File: config.mk
export PLATFORM = sky130hd
export DESIGN_NAME = hbs_bridge_ctl
export DESIGN_NICKNAME = d
export VERILOG_FILES = /design/src/verilog/hbs_pkg.sv /design/src/verilog/hbs_pin_sync.sv /design/src/verilog/hbs_bridge_ctl.sv
export VERILOG_INCLUDE_DIRS = /design/src /design/src/verilog
export SDC_FILE = /design/constraint.sdc
export NUM_CORES = 1
export LEC_CHECK = 0
export BUFFER_PORTS_ARGS = -buffer_cell sky130_fd_sc_hd__buf_2
export CAP_MARGIN = 10
export CORE_MARGIN = 2
export CORE_UTILIZATION = 40
export CTS_CLUSTER_DIAMETER = 80
export DETAILED_ROUTE_END_ITERATION = 6
export PLACE_DENSITY_LB_ADDON = 0.3
export SLEW_MARGIN = 10
export SYNTH_ARGS = -nofsm -noshare
export SYNTH_HDL_FRONTEND = slang
export SYNTH_HIERARCHICAL = 1
export SYNTH_SLANG_ARGS = --single-unit
File: constraint.sdc
create_clock -name pclk -period 4.7 [get_ports pclk]
set_input_delay 1.41 -clock pclk [delete_from_list [all_inputs] [get_ports pclk]]
set_output_delay 1.41 -clock pclk [all_outputs]
set_load 0.02 [all_outputs]
File: src/verilog/hbs_consts.svh
// Offsets, field positions, reset values and timing figures of the half-bridge control block.
`ifndef HBS_CONSTS_SVH
`define HBS_CONSTS_SVH

`define HBS_CLK_NS          20
`define HBS_SR_MIN_NS       500
`define HBS_SR_MAX_NS       80000
`define HBS_WAKE_NS         5000
`define HBS_STBY_NS         100000
`define HBS_SR_MIN_CYC      ((`HBS_SR_MIN_NS + `HBS_CLK_NS - 1) / `HBS_CLK_NS)
`define HBS_SR_MAX_CYC      (`HBS_SR_MAX_NS / `HBS_CLK_NS)
`define HBS_WAKE_CYC        (`HBS_WAKE_NS / `HBS_CLK_NS)
`define HBS_STBY_CYC        (`HBS_STBY_NS / `HBS_CLK_NS)
`define HBS_RESET_CYC       100
`define HBS_CLS_CYC         200
`define HBS_UVD_CYC         100

`define HBS_ADDR_W          12
`define HBS_OFS_CFG         12'h000
`define HBS_OFS_STATUS      12'h004
`define HBS_OFS_PINS        12'h008
`define HBS_CFG_RST         8'h05
`define HBS_LEVEL_RST       3'h0

`define HBS_ST_LEVEL_LSB    0
`define HBS_ST_FB_BIT       3
`define HBS_ST_STATE_LSB    4
`define HBS_ST_FAULT_BIT    7
`define HBS_ST_TOP_BIT      8
`define HBS_ST_BOT_BIT      9
`define HBS_ST_DIAG_LSB     10

`endif

File: src/verilog/hbs_pkg.sv
// Types shared by the half-bridge control block.
`default_nettype none
package hbs_pkg;
    typedef enum logic [2:0] {
        HBS_STBY,
        HBS_WAKE,
        HBS_RUN,
        HBS_SEL,
        HBS_LATCH,
        HBS_CLIM,
        HBS_UV
    } hbs_state_e;

    typedef enum logic [2:0] {
        HBS_DIAG_HIZ,
        HBS_DIAG_OFFSET,
        HBS_DIAG_LOAD,
        HBS_DIAG_TEMP,
        HBS_DIAG_LEVEL,
        HBS_DIAG_FAULT
    } hbs_diag_e;
endpackage : hbs_pkg
`default_nettype wire

File: src/verilog/hbs_pin_sync.sv
// Three-stage pin synchroniser that accepts a change once stages two and three agree.
`timescale 1ns/1ps
`default_nettype none
module hbs_pin_sync #(
    parameter int W = 1
) (
    input  wire logic         pclk,
    input  wire logic         presetn,
    input  wire logic [W-1:0] din,
    output var  logic [W-1:0] dout
);
    logic [W-1:0] s1_r;
    logic [W-1:0] s2_r;
    logic [W-1:0] s3_r;
    wire  [W-1:0] agree = ~(s2_r ^ s3_r);

    always_ff @(posedge pclk or negedge presetn) begin
        if (!presetn) begin
            s1_r <= '0;
            s2_r <= '0;
            s3_r <= '0;
            dout <= '0;
        end else begin
            s1_r <= din;
            s2_r <= s1_r;
            s3_r <= s2_r;
            dout <= (s2_r & agree) | (dout & ~agree);
        end
    end
endmodule : hbs_pin_sync
`default_nettype wire

File: src/verilog/hbs_bridge_ctl.sv
// Half-bridge mode decoder, slew level selection, diagnostic selection and fault handling.
//
// Functional notes
// Eight selectable slew levels, zero to seven.
// Selection pulses ignored while any fault; a step completing in the cycle undervoltage arrives still lands.
// Controller's first pulse after stand-by exceeds wake delay.
// Gate low, phase high: selection mode, switches off.
// Selection entry reports control-chip temperature.
// Valid low pulse advances selection on rise.
// Controller keeps gate low during step pulses.
// First step shows level feedback, level unchanged.
// Later steps increment level, feedback follows.
// Level seven steps back to zero.
// Fault or gate high leaves selection.
// Controller separates same-direction input edges.
// Level zero after reset and stand-by.
// Undervoltage outside selection keeps level.
// Controller repeats selection after undervoltage.
// Both high: top on, load sense.
// Feedback current falls by step per level.
// Offset current during step low pulse.
// Both low: off, offset, then stand-by.
// Stand-by: diagnostic high impedance, switches off.
// Any fault: fixed fault current.
// Overcurrent or overtemperature latches shutdown.
// Current limit: opposite switch on, fault shown.
// Gate high, phase low: bottom on, offset.
// Never both on; level-dependent dead time.
// Step pulse 0.5 to 80 us, gap 0.5 us.
// Latch clears after both inputs low reset time.
// Limit ends after period, fault after 1.5.
// Undervoltage recovery after delay clears fault.
//
// Implementation choices: the placing of the registers and register access over APB.
`include "hbs_consts.svh"
`timescale 1ns/1ps
`default_nettype none
module hbs_bridge_ctl #(
    parameter int unsigned STBY_CYC  = `HBS_STBY_CYC,
    parameter int unsigned RESET_CYC = `HBS_RESET_CYC,
    parameter int unsigned CLS_CYC   = `HBS_CLS_CYC,
    parameter int unsigned UVD_CYC   = `HBS_UVD_CYC
) (
    input  wire logic                   pclk,
    input  wire logic                   presetn,
    input  wire logic                   psel,
    input  wire logic                   penable,
    input  wire logic                   pwrite,
    input  wire logic [`HBS_ADDR_W-1:0] paddr,
    input  wire logic [31:0]            pwdata,
    output var  logic [31:0]            prdata,
    output var  logic                   pready,
    output var  logic                   pslverr,
    input  wire logic                   bridge_gate,
    input  wire logic                   phase_ctl,
    input  wire logic                   thermal_trip,
    input  wire logic                   overcurrent_trip,
    input  wire logic                   current_limit,
    input  wire logic                   low_supply,
    output var  logic                   top_switch,
    output var  logic                   bottom_switch,
    output var  logic [2:0]             edge_rate_level,
    output var  logic [2:0]             diag_out,
    output var  logic                   diag_oe
);
    localparam logic [15:0] SR_MIN   = 16'(`HBS_SR_MIN_CYC);
    localparam logic [15:0] SR_MAX   = 16'(`HBS_SR_MAX_CYC);
    localparam logic [15:0] WAKE_LIM = 16'(`HBS_WAKE_CYC);
    localparam logic [15:0] STBY_LIM = 16'(STBY_CYC);
    localparam logic [15:0] RST_LIM  = 16'(RESET_CYC);
    localparam logic [15:0] CLS_LIM  = 16'(CLS_CYC);
    localparam logic [15:0] HOLD_LIM = 16'((CLS_CYC * 3 + 1) / 2);
    localparam logic [15:0] UVD_LIM  = 16'(UVD_CYC);
    // Dead time grows with the slew level, since slower edges need more margin.
    function automatic logic [15:0] hbs_dead_cycles(input logic [7:0] base, input logic [2:0] lvl);
        logic [15:0] prod;
        prod = 16'({8'h00, base} * {13'h0000, lvl} + {8'h00, base});
        return prod;
    endfunction : hbs_dead_cycles
    function automatic logic [15:0] hbs_sat_inc(input logic [15:0] v);
        return (v == 16'hffff) ? v : v + 16'h0001;
    endfunction : hbs_sat_inc
    // Pin synchronisation.
    logic [5:0] pins_s;
    hbs_pin_sync #(
        .W(6)
    ) u_sync (
        .pclk   (pclk),
        .presetn(presetn),
        .din    ({low_supply, current_limit, overcurrent_trip, thermal_trip, phase_ctl, bridge_gate}),
        .dout   (pins_s)
    );
    wire gate  = pins_s[0];
    wire phase = pins_s[1];
    wire ot    = pins_s[2];
    wire oc    = pins_s[3];
    wire cl    = pins_s[4];
    wire uv    = pins_s[5];
    wire trip  = ot | oc;
    // State registers.
    hbs_pkg::hbs_state_e state_r;
    hbs_pkg::hbs_state_e state_nxt;
    logic [15:0]         cnt_r;
    logic [15:0]         cnt_nxt;
    logic [15:0]         cl_cnt_r;
    logic [15:0]         cl_cnt_nxt;
    logic [2:0]          level_r;
    logic [2:0]          level_nxt;
    logic                fb_r;
    logic                fb_nxt;
    logic                low_r;
    logic                low_nxt;
    logic [7:0]          cfg_r;
    wire cl_hold  = cl_cnt_r < HOLD_LIM;
    wire in_fault = (state_r == hbs_pkg::HBS_LATCH) || (state_r == hbs_pkg::HBS_CLIM)
                 || (state_r == hbs_pkg::HBS_UV);
    always_comb begin
        state_nxt = state_r;
        cnt_nxt   = hbs_sat_inc(cnt_r);
        level_nxt = level_r;
        fb_nxt    = fb_r;
        low_nxt   = low_r;
        case (state_r)
            hbs_pkg::HBS_STBY: begin
                cnt_nxt = 16'h0000;
                if (gate || phase) begin
                    state_nxt = hbs_pkg::HBS_WAKE;
                end
            end
            hbs_pkg::HBS_WAKE: begin
                if (cnt_r >= WAKE_LIM - 16'h0001) begin
                    state_nxt = hbs_pkg::HBS_RUN;
                    cnt_nxt   = 16'h0000;
                end
            end
            hbs_pkg::HBS_RUN: begin
                if (!gate && phase) begin
                    state_nxt = hbs_pkg::HBS_SEL;
                    fb_nxt    = 1'b0;
                    low_nxt   = 1'b0;
                    cnt_nxt   = 16'h0000;
                end else if (!gate && !phase) begin
                    if (cnt_r >= STBY_LIM - 16'h0001) begin
                        state_nxt = hbs_pkg::HBS_STBY;
                        level_nxt = `HBS_LEVEL_RST;
                    end
                end else begin
                    cnt_nxt = 16'h0000;
                end
            end
            hbs_pkg::HBS_SEL: begin
                if (gate) begin
                    state_nxt = hbs_pkg::HBS_RUN;
                    cnt_nxt   = 16'h0000;
                end else if (!phase) begin
                    low_nxt = 1'b1;
                    // A low time past the longest step pulse is an idle command, not a step.
                    if (low_r && cnt_r >= SR_MAX) begin
                        state_nxt = hbs_pkg::HBS_RUN;
                    end
                end else if (low_r) begin
                    low_nxt = 1'b0;
                    cnt_nxt = 16'h0000;
                    if (cnt_r >= SR_MIN) begin
                        if (!fb_r) begin
                            fb_nxt = 1'b1;
                        end else begin
                            level_nxt = level_r + 3'h1;
                        end
                    end
                end else begin
                    cnt_nxt = 16'h0000;
                end
            end
            hbs_pkg::HBS_LATCH: begin
                if (gate || phase) begin
                    cnt_nxt = 16'h0000;
                end else if (cnt_r >= RST_LIM - 16'h0001) begin
                    state_nxt = hbs_pkg::HBS_RUN;
                    cnt_nxt   = 16'h0000;
                end
            end
            hbs_pkg::HBS_CLIM: begin
                if (!cl && cl_cnt_r >= CLS_LIM) begin
                    state_nxt = hbs_pkg::HBS_RUN;
                    cnt_nxt   = 16'h0000;
                end
            end
            hbs_pkg::HBS_UV: begin
                if (cnt_r >= UVD_LIM - 16'h0001) begin
                    state_nxt = hbs_pkg::HBS_RUN;
                    cnt_nxt   = 16'h0000;
                end
            end
            default: begin
                state_nxt = hbs_pkg::HBS_STBY;
            end
        endcase
        // Faults override the state above; only trip and current limit also hold level and feedback, so a step can still land as undervoltage arrives.
        if (uv) begin
            state_nxt = hbs_pkg::HBS_UV;
            cnt_nxt   = 16'h0000;
        end else if (trip && state_r != hbs_pkg::HBS_UV) begin
            state_nxt = hbs_pkg::HBS_LATCH;
            cnt_nxt   = 16'h0000;
            level_nxt = level_r;
            fb_nxt    = fb_r;
        end else if (cl && state_r != hbs_pkg::HBS_UV && state_r != hbs_pkg::HBS_LATCH) begin
            state_nxt = hbs_pkg::HBS_CLIM;
            level_nxt = level_r;
            fb_nxt    = fb_r;
            if (state_r != hbs_pkg::HBS_CLIM) begin
                cnt_nxt = 16'h0000;
            end
        end
    end

    assign cl_cnt_nxt = cl ? 16'h0000 : (cl_hold ? cl_cnt_r + 16'h0001 : cl_cnt_r);
    always_ff @(posedge pclk or negedge presetn) begin
        if (!presetn) begin
            state_r  <= hbs_pkg::HBS_STBY;
            cnt_r    <= 16'h0000;
            cl_cnt_r <= HOLD_LIM;
            level_r  <= `HBS_LEVEL_RST;
            fb_r     <= 1'b0;
            low_r    <= 1'b0;
        end else begin
            state_r  <= state_nxt;
            cnt_r    <= cnt_nxt;
            cl_cnt_r <= cl_cnt_nxt;
            level_r  <= level_nxt;
            fb_r     <= fb_nxt;
            low_r    <= low_nxt;
        end
    end

    // Switch requests before dead time.
    logic want_top;
    logic want_bot;
    always_comb begin
        want_top = 1'b0;
        want_bot = 1'b0;
        case (state_r)
            hbs_pkg::HBS_RUN: begin
                want_top = gate && phase;
                want_bot = gate && !phase;
            end
            hbs_pkg::HBS_CLIM: begin
                want_top = gate && !phase;
                want_bot = gate && phase;
            end
            default: begin
                want_top = 1'b0;
                want_bot = 1'b0;
            end
        endcase
    end

    // Dead time: any turn-off reloads the timer and no turn-on happens until it has run out.
    logic        top_nxt;
    logic        bot_nxt;
    logic [15:0] dead_r;
    logic [15:0] dead_nxt;
    wire         turn_off = (top_switch && !want_top) || (bottom_switch && !want_bot);
    always_comb begin
        top_nxt  = top_switch;
        bot_nxt  = bottom_switch;
        dead_nxt = (dead_r != 16'h0000) ? dead_r - 16'h0001 : 16'h0000;
        if (turn_off) begin
            top_nxt  = top_switch && want_top;
            bot_nxt  = bottom_switch && want_bot;
            dead_nxt = hbs_dead_cycles(cfg_r, level_r);
        end else if (dead_r == 16'h0000) begin
            top_nxt = want_top;
            bot_nxt = want_bot && !want_top;
        end
    end

    // Diagnostic source selection.
    hbs_pkg::hbs_diag_e diag_nxt;
    always_comb begin
        case (state_r)
            hbs_pkg::HBS_STBY: diag_nxt = hbs_pkg::HBS_DIAG_HIZ;
            hbs_pkg::HBS_WAKE: diag_nxt = hbs_pkg::HBS_DIAG_OFFSET;
            hbs_pkg::HBS_RUN: begin
                if (cl_hold) begin
                    diag_nxt = hbs_pkg::HBS_DIAG_FAULT;
                end else if (gate && phase) begin
                    diag_nxt = hbs_pkg::HBS_DIAG_LOAD;
                end else begin
                    diag_nxt = hbs_pkg::HBS_DIAG_OFFSET;
                end
            end
            hbs_pkg::HBS_SEL: begin
                if (!phase || low_r) begin
                    diag_nxt = hbs_pkg::HBS_DIAG_OFFSET;
                end else if (fb_r) begin
                    diag_nxt = hbs_pkg::HBS_DIAG_LEVEL;
                end else begin
                    diag_nxt = hbs_pkg::HBS_DIAG_TEMP;
                end
            end
            default: diag_nxt = hbs_pkg::HBS_DIAG_FAULT;
        endcase
    end

    always_ff @(posedge pclk or negedge presetn) begin
        if (!presetn) begin
            top_switch      <= 1'b0;
            bottom_switch   <= 1'b0;
            dead_r          <= 16'h0000;
            diag_out        <= hbs_pkg::HBS_DIAG_HIZ;
            diag_oe         <= 1'b0;
            edge_rate_level <= `HBS_LEVEL_RST;
        end else begin
            top_switch      <= top_nxt;
            bottom_switch   <= bot_nxt;
            dead_r          <= dead_nxt;
            diag_out        <= diag_nxt;
            diag_oe         <= diag_nxt != hbs_pkg::HBS_DIAG_HIZ;
            edge_rate_level <= level_nxt;
        end
    end

    // APB slave: data is read in the setup cycle so the access phase answers with no wait.
    wire setup    = psel && !penable;
    wire wr_acc   = psel && penable && pwrite;
    wire hit_cfg  = paddr == `HBS_OFS_CFG;
    wire hit_stat = paddr == `HBS_OFS_STATUS;
    wire hit_pins = paddr == `HBS_OFS_PINS;
    wire mapped   = hit_cfg || hit_stat || hit_pins;
    logic [31:0] status_w;
    logic [31:0] rd_mux;
    logic        err_r;
    always_comb begin
        status_w = 32'h0000_0000;
        status_w[`HBS_ST_LEVEL_LSB +: 3] = level_r;
        status_w[`HBS_ST_FB_BIT]         = fb_r;
        status_w[`HBS_ST_STATE_LSB +: 3] = state_r;
        status_w[`HBS_ST_FAULT_BIT]      = in_fault || cl_hold;
        status_w[`HBS_ST_TOP_BIT]        = top_switch;
        status_w[`HBS_ST_BOT_BIT]        = bottom_switch;
        status_w[`HBS_ST_DIAG_LSB +: 3]  = diag_out;
    end

    assign rd_mux = hit_cfg  ? {24'h00_0000, cfg_r} :
                    hit_stat ? status_w :
                    hit_pins ? {26'h000_0000, pins_s} : 32'h0000_0000;
    assign pready  = 1'b1;
    assign pslverr = psel && penable && err_r;
    always_ff @(posedge pclk or negedge presetn) begin
        if (!presetn) begin
            prdata <= 32'h0000_0000;
            err_r  <= 1'b0;
            cfg_r  <= `HBS_CFG_RST;
        end else begin
            if (setup) begin
                prdata <= pwrite ? 32'h0000_0000 : rd_mux;
                err_r  <= !mapped;
            end
            if (wr_acc && hit_cfg) begin
                cfg_r <= pwdata[7:0];
            end
        end
    end
endmodule : hbs_bridge_ctl
`default_nettype wire

==> Yosys cells after proc, flatten, opt, wreduce, memory -nomap -nowiden <==
Index checks and enable logic that the tools add are counted.
Widths: inputs -> output; s select.
{ "word_totals": {"reg_bits": 127, "latchBits": 0, "mem_bits_rw": 0, "rom_bits": 0, "inputBits": 55, "output_inout_bits": 43, "elab_cells": 180, "mem_count": 0} }
{ "op_classes": {"add_sub_neg": 5, "multipliers": 1, "n_div": 0, "order_cmp": 7, "n_eq_ne": 24, "n_shift": 0, "mux": 73, "n_bitwise": 7, "reduce_logical": 45} }
{ "ops": {"columns": ["cell", "n"], "rows": [
  ["$mux 16", 17],
  ["$pmux 16 s7", 1],
  ["$mux 3", 28],
  ["$mux 13", 3],
  ["$add 16x1->16 const B", 2],
  ["$ge 16x8->1 const B", 2],
  ["$pmux 3 s7", 1],
  ["$logic_and 1x1->1", 19],
  ["$ne 6x5->1 const B", 3],
  ["$eq 16x16->1 const B", 1],
  ["$ge 16x12->1 const B", 1],
  ["$ge 16x13->1 const B", 1],
  ["$ge 16x5->1 const B", 1],
  ["$ge 16x7->1 const B", 1],
  ["$logic_not 16->1", 1],
  ["$lt 16x9->1 const B", 1],
  ["$reduce_bool 16->1", 1],
  ["$sub 16x1->16 const B", 1],
  ["$mux 1", 15],
  ["$add 11x8->12", 1],
  ["$and 6x6->6", 2],
  ["$eq 12x3->1 const B", 1],
  ["$eq 12x4->1 const B", 1],
  ["$logic_not 12->1", 1],
  ["29 further kinds", 56]
]} }

==> Logic depth before layout (Yosys ltp) <==
Gate-level depths: netlist of run 1.
{ "logic_depth": {"ltp_word": 10, "mapped_depth": 13, "mapped_depth_nobuf": 13} }

==> Cells and area by module <==
Netlist of run 1, hierarchy kept.
{ "by_module_without_submodules": {"columns": ["mod", "instances", "cells_per_inst", "area_per_inst_um2", "seq_area_each_um2"], "rows": [
  ["hbs_bridge_ctl", 1, 634, 5645.4, 2109.5],
  ["hbs_pin_sync", 1, 30, 668.1, 600.6]
]} }

==> Least setup slack after synthesis of run 1 <==
No wires, ideal clock.
{ "synth_timing": {"path_type": "register -> register", "from": "register edge_rate_level[2] (netlist name)", "to": "register dead_r[10]", "setup_time_ns": 0.128, "arrival_ns": 3.238, "required_ns": 4.572, "setup_slack_ns": 1.334, "stages_incl_launch_ff": 14, "path_buffers": 0, "synth_period_minus_slack_ns": 3.366, "cell_sequence": "dfrtp_1 > inv_1 > nor2_1 > fa_1 > inv_1 > fa_1 > inv_1 > ha_1 > a2111oi_0 > o211ai_1 > a31o_2 > a21oi_1 > xor2_1 > o22ai_1"} }
{ "synth_rtl": {"columns": ["element", "line_no", "rtl"], "rows": [
  ["end signal, assigned", "hbs_bridge_ctl.sv:318", "dead_r <= dead_nxt;"],
  ["end, declared", "hbs_bridge_ctl.sv:262", "logic [15:0] dead_r;"]
]} }

==> flow_results.org, run 1 <==
** STA
- Transition time of the tightest slew-check pin :: between 1 and 1.5 ns
- Max Freq :: around 0.26 GHz
- Crit share post-route :: between 80% and 90%
- Minimum period implied by the final worst setup slack :: 3.80 ns
- The hold violation count in the final report came to 0.
- Across the routed clock network, the largest skew measured is 0.00825 ns.
- Setup repair after global routing missed its margin :: false
- Headroom to the max-slew limit came out at between 30% and 40%.
- The number of max-slew violations in the final report came to 0.
- Final-report setup violation count :: 0
- Summed over all failing endpoints, the final setup total negative slack is 0 ns.

** Outcome
- The run finished with clean final reports.

** Synth
- Fraction of registers with async set/reset :: 100%
- Of the synthesized area, sequential elements account for a little over two fifths.
- Instance count of the mapped netlist :: roughly 660
- A synthesized cell averages approximately 9.5 µm².
- Commonest register cell after synthesis :: dfrtp_1
- Yosys mapped the design onto between 70 and 80 distinct sky130hd cell types.
- The synthesized netlist occupies a cell area of between 6000 and 7000 µm².
- Number of storage elements in the synthesis netlist :: 108
- In this run, synthesis inferred 0 flip-flops with an integrated enable.
- Yosys warns :: 6

** GRT
- Sum of overflow across all layers after global routing :: 0
- Most utilized layer in the global route result :: met2
- The first global-routing pass estimated between 20000 and 25000 µm of wire.
- GR met2 Demand/Resource :: around 29%
- Entering global routing, the biggest net connects 81 pins.
- For met3 alone, demand over resource in global routing was ~3.8%.
- Number of global-route vias before repair :: roughly 4800
- Global routing used roughly 17% of the available tracks.
- Number of antenna violations at the first check in global routing :: 0
- For met1 alone, demand over resource in global routing was ~22%.

** Critical path
- Worst-path cell chain :: inv_1, nor2_1, fa_1, inv_1, fa_1, inv_1, ha_1, a2111oi_0, o211ai_1, a31o_2, a21oi_1, xor2_1, o22ai_1
- The cell that appears most often on the critical path is inv_1.
- The critical path is of the flop to flop type.
- Startpoint class of the critical path :: flop
- WP buf/inv :: 3
- STA puts the critical path data arrival time at ~4.0 ns.
- The worst setup path is captured at a flop.
- In this design, the stage delay of the slowest critical-path cell is 0.54 ns.
- Slack of the worst reg-to-reg path :: 0.90 ns
- Family with the most delay on the worst path :: compound AO/OA/AOI/OAI gates
- Highest net fanout along the worst path :: 7
- At the worst endpoint, the required time is slightly below 5 ns.
- On the critical path, the stage with the largest delay is an instance of fa_1.

** Clock tree
- Post-CTS repair changed the size of 0 cells.
- Number of buffers added to fix hold violations after cts :: 0
- Clock sink total :: between 100 and 150
- TritonCTS built the clock tree.
- TritonCTS created 9 clock buffers.
- The tree is rooted in a clkbuf_16.
- Post-CTS timing repair inserted 0 buffers for setup.
- Clock H-tree levels :: 3
- Counting along the longest clock path gives a buffer depth of 2.
- After clock tree synthesis, the clock-pin slew on the worst setup and hold paths is approximately 0.07 ns.
- For the worst-skew pair, the clock arrives at the later sink with an insertion delay of 0.36 ns.

** Placed design
- The count of buffers added on input and output ports is 53.
- Final RePlAce weighted congestion :: between 0.8 and 0.9
- Once placement completed, the tool counted placed cells totaling between 900 and 1000.
- After legalization and detailed placement, the total HPWL measured about 9700 µm.

** Final layout
- Area of the multi-input gates :: around 3200 µm²
- Ant diodes :: 0
- Of the cells placed in the final design, the portion with a size suffix greater than 1 is between 10 and 15%.
- Relative to the synthesized area, the layout overhead comes to 9.65%.
- Nets@finish :: between 700 and 800
- Number of non-filler instances in the completed layout :: a little over 900
- Flip-flop and latch area :: 2710 µm²
- Filler cell count in the final layout :: 1481

** Die
- Die height :: ~130 µm
- X dimension of the die :: 130 µm
- The initial utilization of the core area, before any placement, comes to 41.2%.
- Core Area :: approximately 15000 µm²
- The die covers roughly 17000 µm².
- In this run the count of I/O pins placed on the die edge is 98.
- After floorplanning, the core was divided into 45 placement rows.

** Min path
- Min-Delay Path Class :: flop to flop

** Detailed routing
- Number of nets with antenna violations after routing :: 0
- Number of vias after detailed routing :: between 4000 and 5000
- For this run, design rule violations remaining after detail routing come to 0.
- Final WL :: 13600 µm
- Number of iterations in the first detailed-routing pass :: 4
- DRC violation total after the first TritonRoute iteration :: around 420
- In the final routed layout, each cell accounts on average for 14.8 µm.
- Using the TritonRoute via totals, the vias-per-cell ratio works out to ~5.3.

** Flow run
- Across the run, the number of max-cap violations was 0.

** Power
- Power density over cell area :: roughly 360 nW/µm²
- The analysis attributes to cell leakage a power of ~3.2 nW.
- Across the VDD grid, the largest voltage drop is ~0.22 mV.
## state kept, by name (all words and copies together), names as in the netlist, named ones only
signal,count
bottom_switch,1
cfg_r,8
cl_cnt_r,16
cnt_r,16
dead_r,16
diag_oe,1
diag_out,3
edge_rate_level,3
err_r,1
fb_r,1
low_r,1
prdata,13
state_r,3
top_switch,1
u_sync/s1_r,6
u_sync/s2_r,6
u_sync/s3_r,6
## report_power, final
group / switching [mW] / total (mW) / internal, mW
Sequential: 0.159 / 1.20 / 1.04
Clock: 0.366 / 0.737 / 0.370
Combinational: 0.311 / 0.553 / 0.242
Total: 0.836 / 2.49 / 1.65
## cell usage after synthesis (2+ instances only)
| cell | n | area [µm²] |
|---|---|---|
| dfrtp_1 | 102 | 2550 |
| nor4_1 | 10 | 62.6 |
| nand4_1 | 10 | 62.6 |
| mux2_2 | 4 | 45.0 |
| o21ai_0 | 22 | 110 |
| o22ai_1 | 7 | 43.8 |
| a31oi_1 | 3 | 18.8 |
| maj3_2 | 6 | 67.6 |
| nand2b_1 | 4 | 25.0 |
| buf_6 | 3 | 33.8 |
| o21bai_1 | 2 | 15.0 |
| nor3_1 | 22 | 110 |
| or3_1 | 4 | 25.0 |
| o211ai_1 | 5 | 37.5 |
| or4_1 | 2 | 15.0 |
| and3_1 | 8 | 50.1 |
| inv_1 | 45 | 169 |
| nor2_1 | 69 | 259 |
| and2_1 | 7 | 43.8 |
| xor2_1 | 19 | 166 |
| fa_1 | 13 | 260 |
| a31o_2 | 2 | 17.5 |
| clkbuf_1 | 11 | 41.3 |
| o221ai_1 | 6 | 52.6 |
| a2111oi_0 | 2 | 17.5 |
| o31ai_1 | 9 | 67.6 |
| a21oi_1 | 33 | 165 |
| o32ai_1 | 3 | 26.3 |
| mux2i_1 | 5 | 50.1 |
| buf_2 | 12 | 60.1 |
| a22o_1 | 6 | 52.6 |
| dfstp_2 | 6 | 158 |
| ha_1 | 22 | 275 |
| nand2_1 | 63 | 236 |
| conb_1 | 2 | 7.51 |
| o21a_1 | 2 | 15.0 |
| xnor2_1 | 18 | 158 |
| nand3_1 | 17 | 85.1 |
| a21o_1 | 3 | 22.5 |
| a211oi_1 | 4 | 30.0 |
| or2_2 | 2 | 12.5 |
| buf_4 | 21 | 158 |
| nor2b_1 | 14 | 87.6 |
## routing by layer
layer	routed length, µm	vias to the layer above
met3	621	21
met4	299	0
met2	6550	99
met1	6100	2409
met5	0	-
li1	-	2331
## final timing paths
kind	startpoint	endpoint	cells past startpoint
max	edge_rate_level[2]$_DFFE_PN0P_	dead_r[10]$_DFF_PN0_	13
min	u_sync/s1_r[1]$_DFF_PN0_	u_sync/s2_r[1]$_DFF_PN0_	0
max reg2reg	edge_rate_level[2]$_DFFE_PN0P_	dead_r[10]$_DFF_PN0_	13
min reg2reg	u_sync/s1_r[1]$_DFF_PN0_	u_sync/s2_r[1]$_DFF_PN0_	0
max in group asynchronous	presetn	u_sync/s2_r[5]$_DFF_PN0_	2
min in group asynchronous	presetn	prdata[6]$_DFFE_PN0P_	1
## worst register-to-register path, delay by kind of cell (launching register included)
family                   cells  cell delay (ns)
AND/OR/NAND/NOR              1             0.11
XOR/XNOR                     1             0.20
AO/OA/AOI/OAI                5             1.29
buffers and inverters        3             0.33
flip-flops                   1             0.44
adder cells (fa/ha/maj)      3             1.28
## cell usage in the layout (no fill, tap or decap), types with 6 or more instances in the layout
master | netlist | layout
a21oi_1 | 33 | 33
a22o_1 | 6 | 6
and2_1 | 7 | 7
and3_1 | 8 | 8
buf_2 | 12 | 52
clkbuf_16 | 0 | 9
conb_1 | 2 | 20
dfrtp_1 | 102 | 102
dfstp_2 | 6 | 6
fa_1 | 13 | 13
ha_1 | 22 | 22
inv_1 | 45 | 45
maj3_2 | 6 | 6
nand2_1 | 63 | 63
nand3_1 | 17 | 17
nand4_1 | 10 | 10
nor2_1 | 69 | 69
nor2b_1 | 14 | 14
nor3_1 | 22 | 22
nor4_1 | 10 | 10
o21ai_0 | 22 | 22
o221ai_1 | 6 | 6
o22ai_1 | 7 | 7
o31ai_1 | 9 | 9
xnor2_1 | 18 | 18
xor2_1 | 19 | 19
## metrics by stage
stage	power [mW]	utilization, %	hold slack (ns)	setup slack (ns)	cell area (µm²)
finish	2.49	45.2	0.350	0.895	6920
global route	2.64	45.2	0.357	0.638	6920
CTS	2.51	45.2	0.353	0.904	6920
detailed placement	1.77	43.3	0.336	0.886	6640
global placement	1.74	43.3	0.333	1.03	6640
floorplan	1.65	-	0.331	1.33	6380
## logic make-up (layout without fill, tap and decap cells)
| family | count (synthesis) | count (layout) | share of synthesized area, % |
|---|---|---|---|
| compound gates | 124 | 124 | 13.4 |
| xor+xnor | 37 | 37 | 5.13 |
| fa+ha+maj | 41 | 41 | 9.55 |
| buf+inv | 93 | 117 | 7.39 |
| flops | 108 | 108 | 42.9 |
| mux | 10 | 10 | 1.68 |
| other cells | 2 | 20 | 0.119 |
| simple gates | 249 | 249 | 19.8 |
## layout make-up
cell class                      count  area share, %
Clock buffer                       10           3.31
Tap cell                          211           3.81
Multi-Input combinational cell    481           46.3
Timing Repair Buffer               56           4.19
Sequential cell                   108           39.1
Inverter                           45           2.44
Clock inverter                      6          0.813
Power figures use the tool's default switching activity.
==> run 2: changes to the inputs <==
- ABC_AREA: not set -> 1
- clock period: 4.7 -> 3.4 ns (I/O delays scaled with it)
==> flow_results.org, run 2 <==
** Final layout
- Flip-flop and latch area :: between 2000 and 3000 µm²
- Nets@finish :: 956
- Most frequent standard cell in the layout excluding fill and tap cells :: nand2_1
- Layout Area Growth over Synthesis :: 10.6%
- Summing all multi-input logic gate instances after layout gives ~3300 µm².
- In the final layout, the share of cells above drive strength 1 is between 10% and 20%.
- The largest registers in the layout are cl_cnt_r: 16 flops, cnt_r: 16 flops, dead_r: 16 flops.
- Leading cell types in the layout, fill and taps excluded :: nand2_1 (167), inv_1 (130), dfrtp_1 (100), nor2_1 (85), buf_2 (52)
- Ant diodes :: 0
- The filler cells instantiated in the layout total around 1600.
- Final core area utilization :: around 45%

** STA
- Aggregate negative setup slack :: 0 ns
- Max Freq :: 0.319 GHz
- Fin. Hold Viols :: 0
- Minimum period implied by the final worst setup slack :: 3.13 ns
- The number of max-slew violations in the final report came to 0.
- Hold is met by 0.348 ns.
- Final-report setup violation count :: 0
- Setup skew after layout :: between 0.01 and 0.015 ns
- Post-layout worst setup margin :: approximately 0.27 ns
- Setup repair after global routing missed its margin :: false
- Crit share post-route :: 92.2%

** Placed design
- Half-perimeter wire length after placement :: between 10000 and 15000 µm
- During placement, the flow inserted port buffers numbering 53.
- Final RePlAce weighted congestion :: around 0.9
- OpenSTA, run right after detailed placement, puts the worst setup slack at around 0.22 ns.

** Synth
- By area, the combinational part of the netlist is dominated by simple AND/OR/NAND/NOR gates.
- Averaged over all synthesized cells, the footprint is about 8 µm².
- By area the synthesized netlist is led by dfrtp_1 (38%), nand2_1 (9.4%), inv_1 (7.3%), nor2_1 (4.8%), ha_1 (4.1%).
- Sequential cells were found to cover 40.7% of the synthesized design area.
- Instance count of the mapped netlist :: between 800 and 900
- In the synthesized netlist the dominant register cell turns out to be dfrtp_1.
- Mux share of post-synthesis cell area :: around 1.4%
- Of all flip-flops after synthesis, the portion carrying an async set or reset was 100%.
- Summing the areas of all compound-gate instances in the mapped netlist gives just over 10% of the synthesized area.
- Netlist area before placement :: 6660 µm²
- Cell type contributing the most total cell area after synthesis :: dfrtp_1
- Area fraction in and, or, nand and nor cells after synthesis :: between 20% and 30%
- In this run, synthesis produced a sequential element count of ~110.
- Post-synth EDFFs :: 0
- The synthesized netlist devotes 3.68% of its cell area to XOR and XNOR gates.
- Of the post-synthesis cell area, the dominant cell type holds 38.3%.
- After Yosys synthesis, full adders, half adders and majority gates account for 8.04% of the synthesized area.
- In the post-synthesis netlist, the cell with the most instances is nand2_1.
- Top post-synthesis cells by count :: nand2_1 (167), inv_1 (130), dfrtp_1 (102)
- Yosys warns :: 6
- The number of different library cells used by synthesis comes to 50.

** Clock tree
- The tree built by TritonCTS fans out to about 110 sinks.
- Clock-pin slew was measured on the worst setup and hold paths at roughly 0.08 ns.
- The root buffer cell chosen for the clock tree is clkbuf_16.
- Clock H-tree levels :: 3
- For the worst-skew pair, the clock arrives at the later sink with an insertion delay of 0.36 ns.
- TritonCTS clock tree :: yes
- CTS Buf Count :: 9
- Number of buffers added to fix hold violations after cts :: 0
- The clock passes through at most 2 buffers.

** Min path
- Worst Hold Endpoint :: u_sync/s2_r[1]$_DFF_PN0_
- Min-Delay Path Class :: flop to flop
- Min-Delay Startpoint :: u_sync/s1_r[1]$_DFF_PN0_
- Hold depth :: 0

** Detailed routing
- Number of iterations in the first detailed-routing pass :: 5
- Number of vias after detailed routing :: about 5200
- Drt via density :: roughly 4.7
- In this run, the number of DRC markers left after iteration 0 of detailed routing was 245.
- Wire length per cell after detailed routing :: between 10 and 15 µm
- In this run the remaining antenna-violating nets after routing total 0.
- Final WL :: approximately 14000 µm
- Number of design rule violations left after detail routing :: 0

** Critical path
- Number of cells on the worst reg-to-reg path :: 13
- STA puts the critical path data arrival time at roughly 3.4 ns.
- Most frequent cell on the critical path :: nand2_1
- Critical R2R Capture :: dead_r[7]$_DFF_PN0_
- Critical Path Slowest Stage Cell :: dfstp_2
- Slack of the worst reg-to-reg path :: ~0.27 ns
- Worst reg2reg path startpoint :: cfg_r[0]$_DFFE_PN1P_
- Highest net fanout along the worst path :: 6
- The critical path goes through nand2_1, fa_1, fa_1, inv_1, fa_1, nand3_1, nand2_1, nand2_1, nand2_1, a21oi_1, nand2_1, nand2_1, o22ai_2.
- CP max stage delay :: approximately 0.61 ns
- Required time of the worst setup path :: 3.65 ns
- Startpoint class of the critical path :: flop
- Critical path class :: flop to flop
- The worst setup path is captured at a flop.

** GRT
- Global routing finished with a remaining overflow of 0.
- Number of antenna violations at the first check in global routing :: 0
- The via count of the first global-routing pass is around 5000.
- Global-route wire length before repair :: 24300 µm
- Global routing used between 15 and 20% of the available tracks.
- Pin count of the biggest net entering global routing :: 46

** Power
- Total power :: ~3.8 mW
- Across the VDD grid, the largest voltage drop is about 0.26 mV.
- For this design the ratio of total power to cell area is 513 nW/µm².
- For this design the static power due to leakage is between 3 and 4 nW.

** Die
- After floorplanning, the core was divided into 47 placement rows.
- The total area inside the core boundary comes to approximately 16000 µm².
- The die is between 100 and 150 µm tall.
- Total Die Area :: between 15000 and 20000 µm²
- X dimension of the die :: about 130 µm
- ~100 I/O pins were placed.
- The initial utilization of the core area, before any placement, comes to approximately two fifths.

** Flow run
- Across the run, the number of max-cap violations was 0.

** Outcome
- Outcome :: complete, no violations
[run 2: cell families (layout without fill, tap and decap cells)]
group	after synthesis	in the layout
muxes	8	8
xor gates and xnor gates	28	28
other	2	20
AOI/OAI and AO/OA	107	107
buffers and inverters	169	209
adders and majority gates	35	35
DFF	108	108
and+or+nand+nor	356	356
[run 2: critical path, delay by kind of cell (launching register included)]
family,cells,cell delay [ns]
buffers and inverters,1,0.07
and+or+nand+nor,7,0.59
adders and majority gates,3,1.49
DFF,1,0.61
AOI/OAI and AO/OA,2,0.25
[run 2: metrics by stage]
| step | std cells | cell area (µm²) |
|---|---|---|
| 5_1_grt | 1091 | 7370 |
| 3_5_place_dp | 1075 | 7070 |
| 2_1_floorplan | 831 | 6730 |
| 6_report | 1091 | 7370 |
| 3_3_place_gp | 1075 | 7070 |
| 4_1_cts | 1091 | 7370 |
[run 2: how the worst max path moves through the flow]
stage          depth (start not counted)                            from  slack (ns)                  end
2_1_floorplan                         14  edge_rate_level[2]$_DFFE_PN0P_        0.28  dead_r[7]$_DFF_PN0_
3_3_place_gp                          14  edge_rate_level[2]$_DFFE_PN0P_        0.25  dead_r[8]$_DFF_PN0_
3_5_place_dp                          13  edge_rate_level[2]$_DFFE_PN0P_        0.22  dead_r[7]$_DFF_PN0_
4_1_cts                               13  edge_rate_level[1]$_DFFE_PN0P_        0.21  dead_r[7]$_DFF_PN0_
5_1_grt                               13  edge_rate_level[0]$_DFFE_PN0P_       0.006  dead_r[6]$_DFF_PN0_
6_report                              13            cfg_r[0]$_DFFE_PN1P_        0.27  dead_r[7]$_DFF_PN0_
[run 2: final cells by class]
class	count	area share, %
multi-input cells	554	44.1
flip-flops and latches	108	36.8
inverters	136	7.04
repair buffers	57	4.21
well taps	220	3.73
clock buffers	10	3.24
clock inverters	6	0.866
[run 2: timing repair]
item / CTS / global route
setup endpoints to repair: 0 / 3
resized for setup: 0 / 2
setup buffers: 0 / 0
[run 2: power by group]
part / switching [mW] / leakage (nW) / internal (mW)
Sequential: 0.208 / 1.39 / 1.45
Clock: 0.492 / 0.144 / 0.590
Combinational: 0.666 / 2.23 / 0.374
[run 2: routing by layer]
layer	global-route usage, %	vias to the layer above	wire, µm
met3	4.25	13	621
met4	5.44	0	242
met2	26.7	102	6430
met5	0	-	0
met1	23.5	2400	6880
li1	-	2639	-
==> run 3: changes to the inputs <==
- ABC_AREA: 1 -> not set
- clock period: 3.4 -> 2.6 ns (I/O delays scaled with it)
==> flow_results.org, run 3 (same netlist as run 1, synthesis figures left out) <==
** STA
- The number of max-slew violations in the final report came to 0.
- After layout, the worst setup slack is -0.541 ns.
- Setup repair after global routing missed its margin :: true
- Transition time of the tightest slew-check pin :: 0.564 ns
- Max Freq :: 0.318 GHz
- Crit share post-route :: 121%
- Minimum period implied by the final worst setup slack :: about 3.1 ns
- On the final layout, the worst clock skew is roughly 0.0080 ns.
- Aggregate negative setup slack :: -2.96 ns
- The tightest hold path in the finished design has a slack of around 0.35 ns.
- Setup violations remaining at the end of the flow were counted as 8.
- Remaining max-slew budget at the tightest pin :: between 60% and 70%
- The hold violation count in the final report was 0.

** Detailed routing
- Dividing the detail-routed via count by the number of cells gives around 5.2.
- Across all layers, the routed design uses between 5000 and 6000 vias.
- Number of nets with antenna violations after routing :: 0
- Wire length per cell after detailed routing :: ~15 µm
- DRC violation total after the first TritonRoute iteration :: between 200 and 300
- Number of iterations in the first detailed-routing pass :: 4
- In the routed design, unresolved DRC markers number 0.
- The routed design has 14300 µm of wire.

** Die
- 98 I/O pins were placed.
- X dimension of the die :: about 130 µm
- Row generation in the floorplan step produced 45 rows.
- Total Die Area :: around 17000 µm²
- Core Area :: approximately 15000 µm²
- For this configuration, the core starts out at a cell density of 41.2%.
- Die height :: between 100 and 150 µm

** Flow run
- Max-cap violations in this run came to 0.

** Placed design
- Half-perimeter wire length after placement :: around 11000 µm
- At the placement stage, the worst setup path has a slack of -0.586 ns.
- Total of buffers placed on input and output ports :: 53
- Once placement completed, the tool counted placed cells totaling 956.
- Cell area reported after detailed placement :: 7190 µm²
- The congestion estimate from routability-driven global placement came to between 0.8 and 0.9.

** Critical path
- Of all nets on the critical path, the largest fanout is 5.
- Startpoint class of the critical path :: flop
- Data arrival time of the worst path :: 3.37 ns
- At the worst endpoint, the required time is roughly 2.8 ns.
- The setup check on the worst reg-to-reg path leaves a slack of -0.54 ns.
- The startpoint identified for the worst register-to-register timing path is edge_rate_level[2]$_DFFE_PN0P_.
- STA classifies the critical path endpoint as a flop.
- The critical path is of the flop to flop type.
- In this run the worst setup path terminates at dead_r[10]$_DFF_PN0_.
- Critical R2R Capture :: dead_r[10]$_DFF_PN0_
- Number of cells on the worst reg-to-reg path :: 13
- Start point of the critical path :: edge_rate_level[2]$_DFFE_PN0P_

** Clock tree
- Clock Latency Late Sink :: 0.36 ns
- Post-CTS clock slew at the launch and capture registers of the worst setup and hold paths :: 0.07 ns
- Number of buffers added to fix hold violations after cts :: 0
- TritonCTS clock tree :: yes
- Clock sink total :: between 100 and 150
- The clock passes through at most 2 buffers.
- Clock H-tree levels :: 3
- TritonCTS created 9 clock buffers.
- CTS placed an instance of clkbuf_16 at the clock tree root.

** Power
- Net switching power :: 1.50 mW
- Combinational logic burns between 20% and 30% of the power.
- Net switching is between 30% and 40% of the power.
- Maximum VDD drop :: approximately 0.38 mV
- Power spread over the standard cell area amounts to 603 nW/µm².
- Total power for the finished layout comes to around 4.6 mW.
- Power share of the sequential group :: about 46%
- The clock network accounts for about 30% of the total power.
- Leakage dissipation :: between 3 and 4 nW
- Internal power comes to 3.13 mW.

** GRT
- Global-route wire length before repair :: approximately 24000 µm
- Global routing used a little under a fifth of the available tracks across all layers.
- Number of global-route vias before repair :: around 5200
- The initial antenna violation count came to 0.
- Summed over all layers, the global routing overflow is 0.
- Pin count of the biggest net entering global routing :: 36

** Final layout
- Leading cell types in the layout, fill and taps excluded :: dfrtp_1 (99), buf_4 (68), nor2_1 (65), nand2_1 (60), buf_2 (52)
- Number of non-filler instances in the completed layout :: a little under 1000
- Most frequent standard cell in the layout excluding fill and tap cells :: dfrtp_1
- After the last flow step, the layout net total stands at 857.
- At the end of the flow the core is filled with cells to between 50% and 60%.
- Layout Area Growth over Synthesis :: 21.6%
- Ant diodes :: 0
- Leading registers by flop count :: cl_cnt_r: 16 flops, cnt_r: 16 flops, dead_r: 16 flops
- Fraction of final layout cells with drive strength greater than 1 :: between 20% and 30%
- Post-route cell area :: 7680 µm²

** Outcome
- Failing checks :: negative setup slack
- Outcome :: finished, violations left

** Min path
- The tightest min-delay check is of the flop to flop type.
- The startpoint identified for the worst hold timing path is u_sync/s1_r[4]$_DFF_PN0_.
## run 3: cell types whose count changed in the layout (fill, tap and decap cells not counted), moves of 9 or more
cell / delta
nand2_1: -107
inv_1: -96
buf_4: +64
nand3_1: -26
nor2_1: -20
nor2b_1: +14
nor3_1: +12
nor4_1: +10
nor2_4: -9
xnor2_1: +9
## run 3: layer usage
layer | track usage, % | up-vias | part of all wire, %
met5 | 0 | - | 0
met4 | 5.63 | 0 | 1.4
met3 | 4.46 | 19 | 3.4
met2 | 31.8 | 81 | 51
met1 | 22.2 | 2517 | 45
li1 | - | 2469 | -
## run 3: what timing repair did
action,in CTS,in global routing
gates resized for setup,15,7
buffers inserted,6,5
pin swaps,8,10
endpoints found under the setup margin,9,9
## run 3: power groups by stage
stage | clock network [mW] | registers [mW] | logic (mW)
after floorplan | 0 | 2.07 | 0.908
after global placement | 0 | 2.15 | 1.04
after detailed placement | 0 | 2.16 | 1.08
after CTS | 1.46 | 2.13 | 1.09
after global routing | 1.52 | 2.17 | 1.23
final | 1.41 | 2.13 | 1.09
## run 3: final cells by class
| cell class | count | area [µm²] |
|---|---|---|
| fillers | 1409 | 7640 |
| multi-input cells | 481 | 3420 |
| flip-flops and latches | 108 | 2710 |
| repair buffers | 122 | 802 |
| well taps | 211 | 264 |
| clock buffers | 9 | 225 |
| inverters | 45 | 174 |
| clock inverters | 6 | 78.8 |
## run 3: worst min path at each step
| stage | slack, ns | depth (start not counted) | to |
|---|---|---|---|
| finish | 0.35 | 0 | u_sync/s2_r[4]$_DFF_PN0_ |
| global route | 0.36 | 0 | u_sync/s2_r[0]$_DFF_PN0_ |
| CTS | 0.36 | 0 | u_sync/s2_r[4]$_DFF_PN0_ |
| detailed placement | 0.34 | 0 | u_sync/s2_r[4]$_DFF_PN0_ |
| global placement | 0.33 | 0 | u_sync/s2_r[2]$_DFF_PN0_ |
| floorplan | 0.33 | 0 | u_sync/s2_r[0]$_DFF_PN0_ |
## run 3: critical path: stages, from the launching register on
cell and delay, ns:
dfrtp_2 0.46, inv_4 0.10, nor2_1 0.06, fa_1 0.54
inv_1 0.06, fa_1 0.50, inv_1 0.06, ha_4 0.16
a2111oi_4 0.25, o211ai_1 0.19, a31o_2 0.24, a21oi_2 0.12
xor2_1 0.17, o22ai_1 0.10
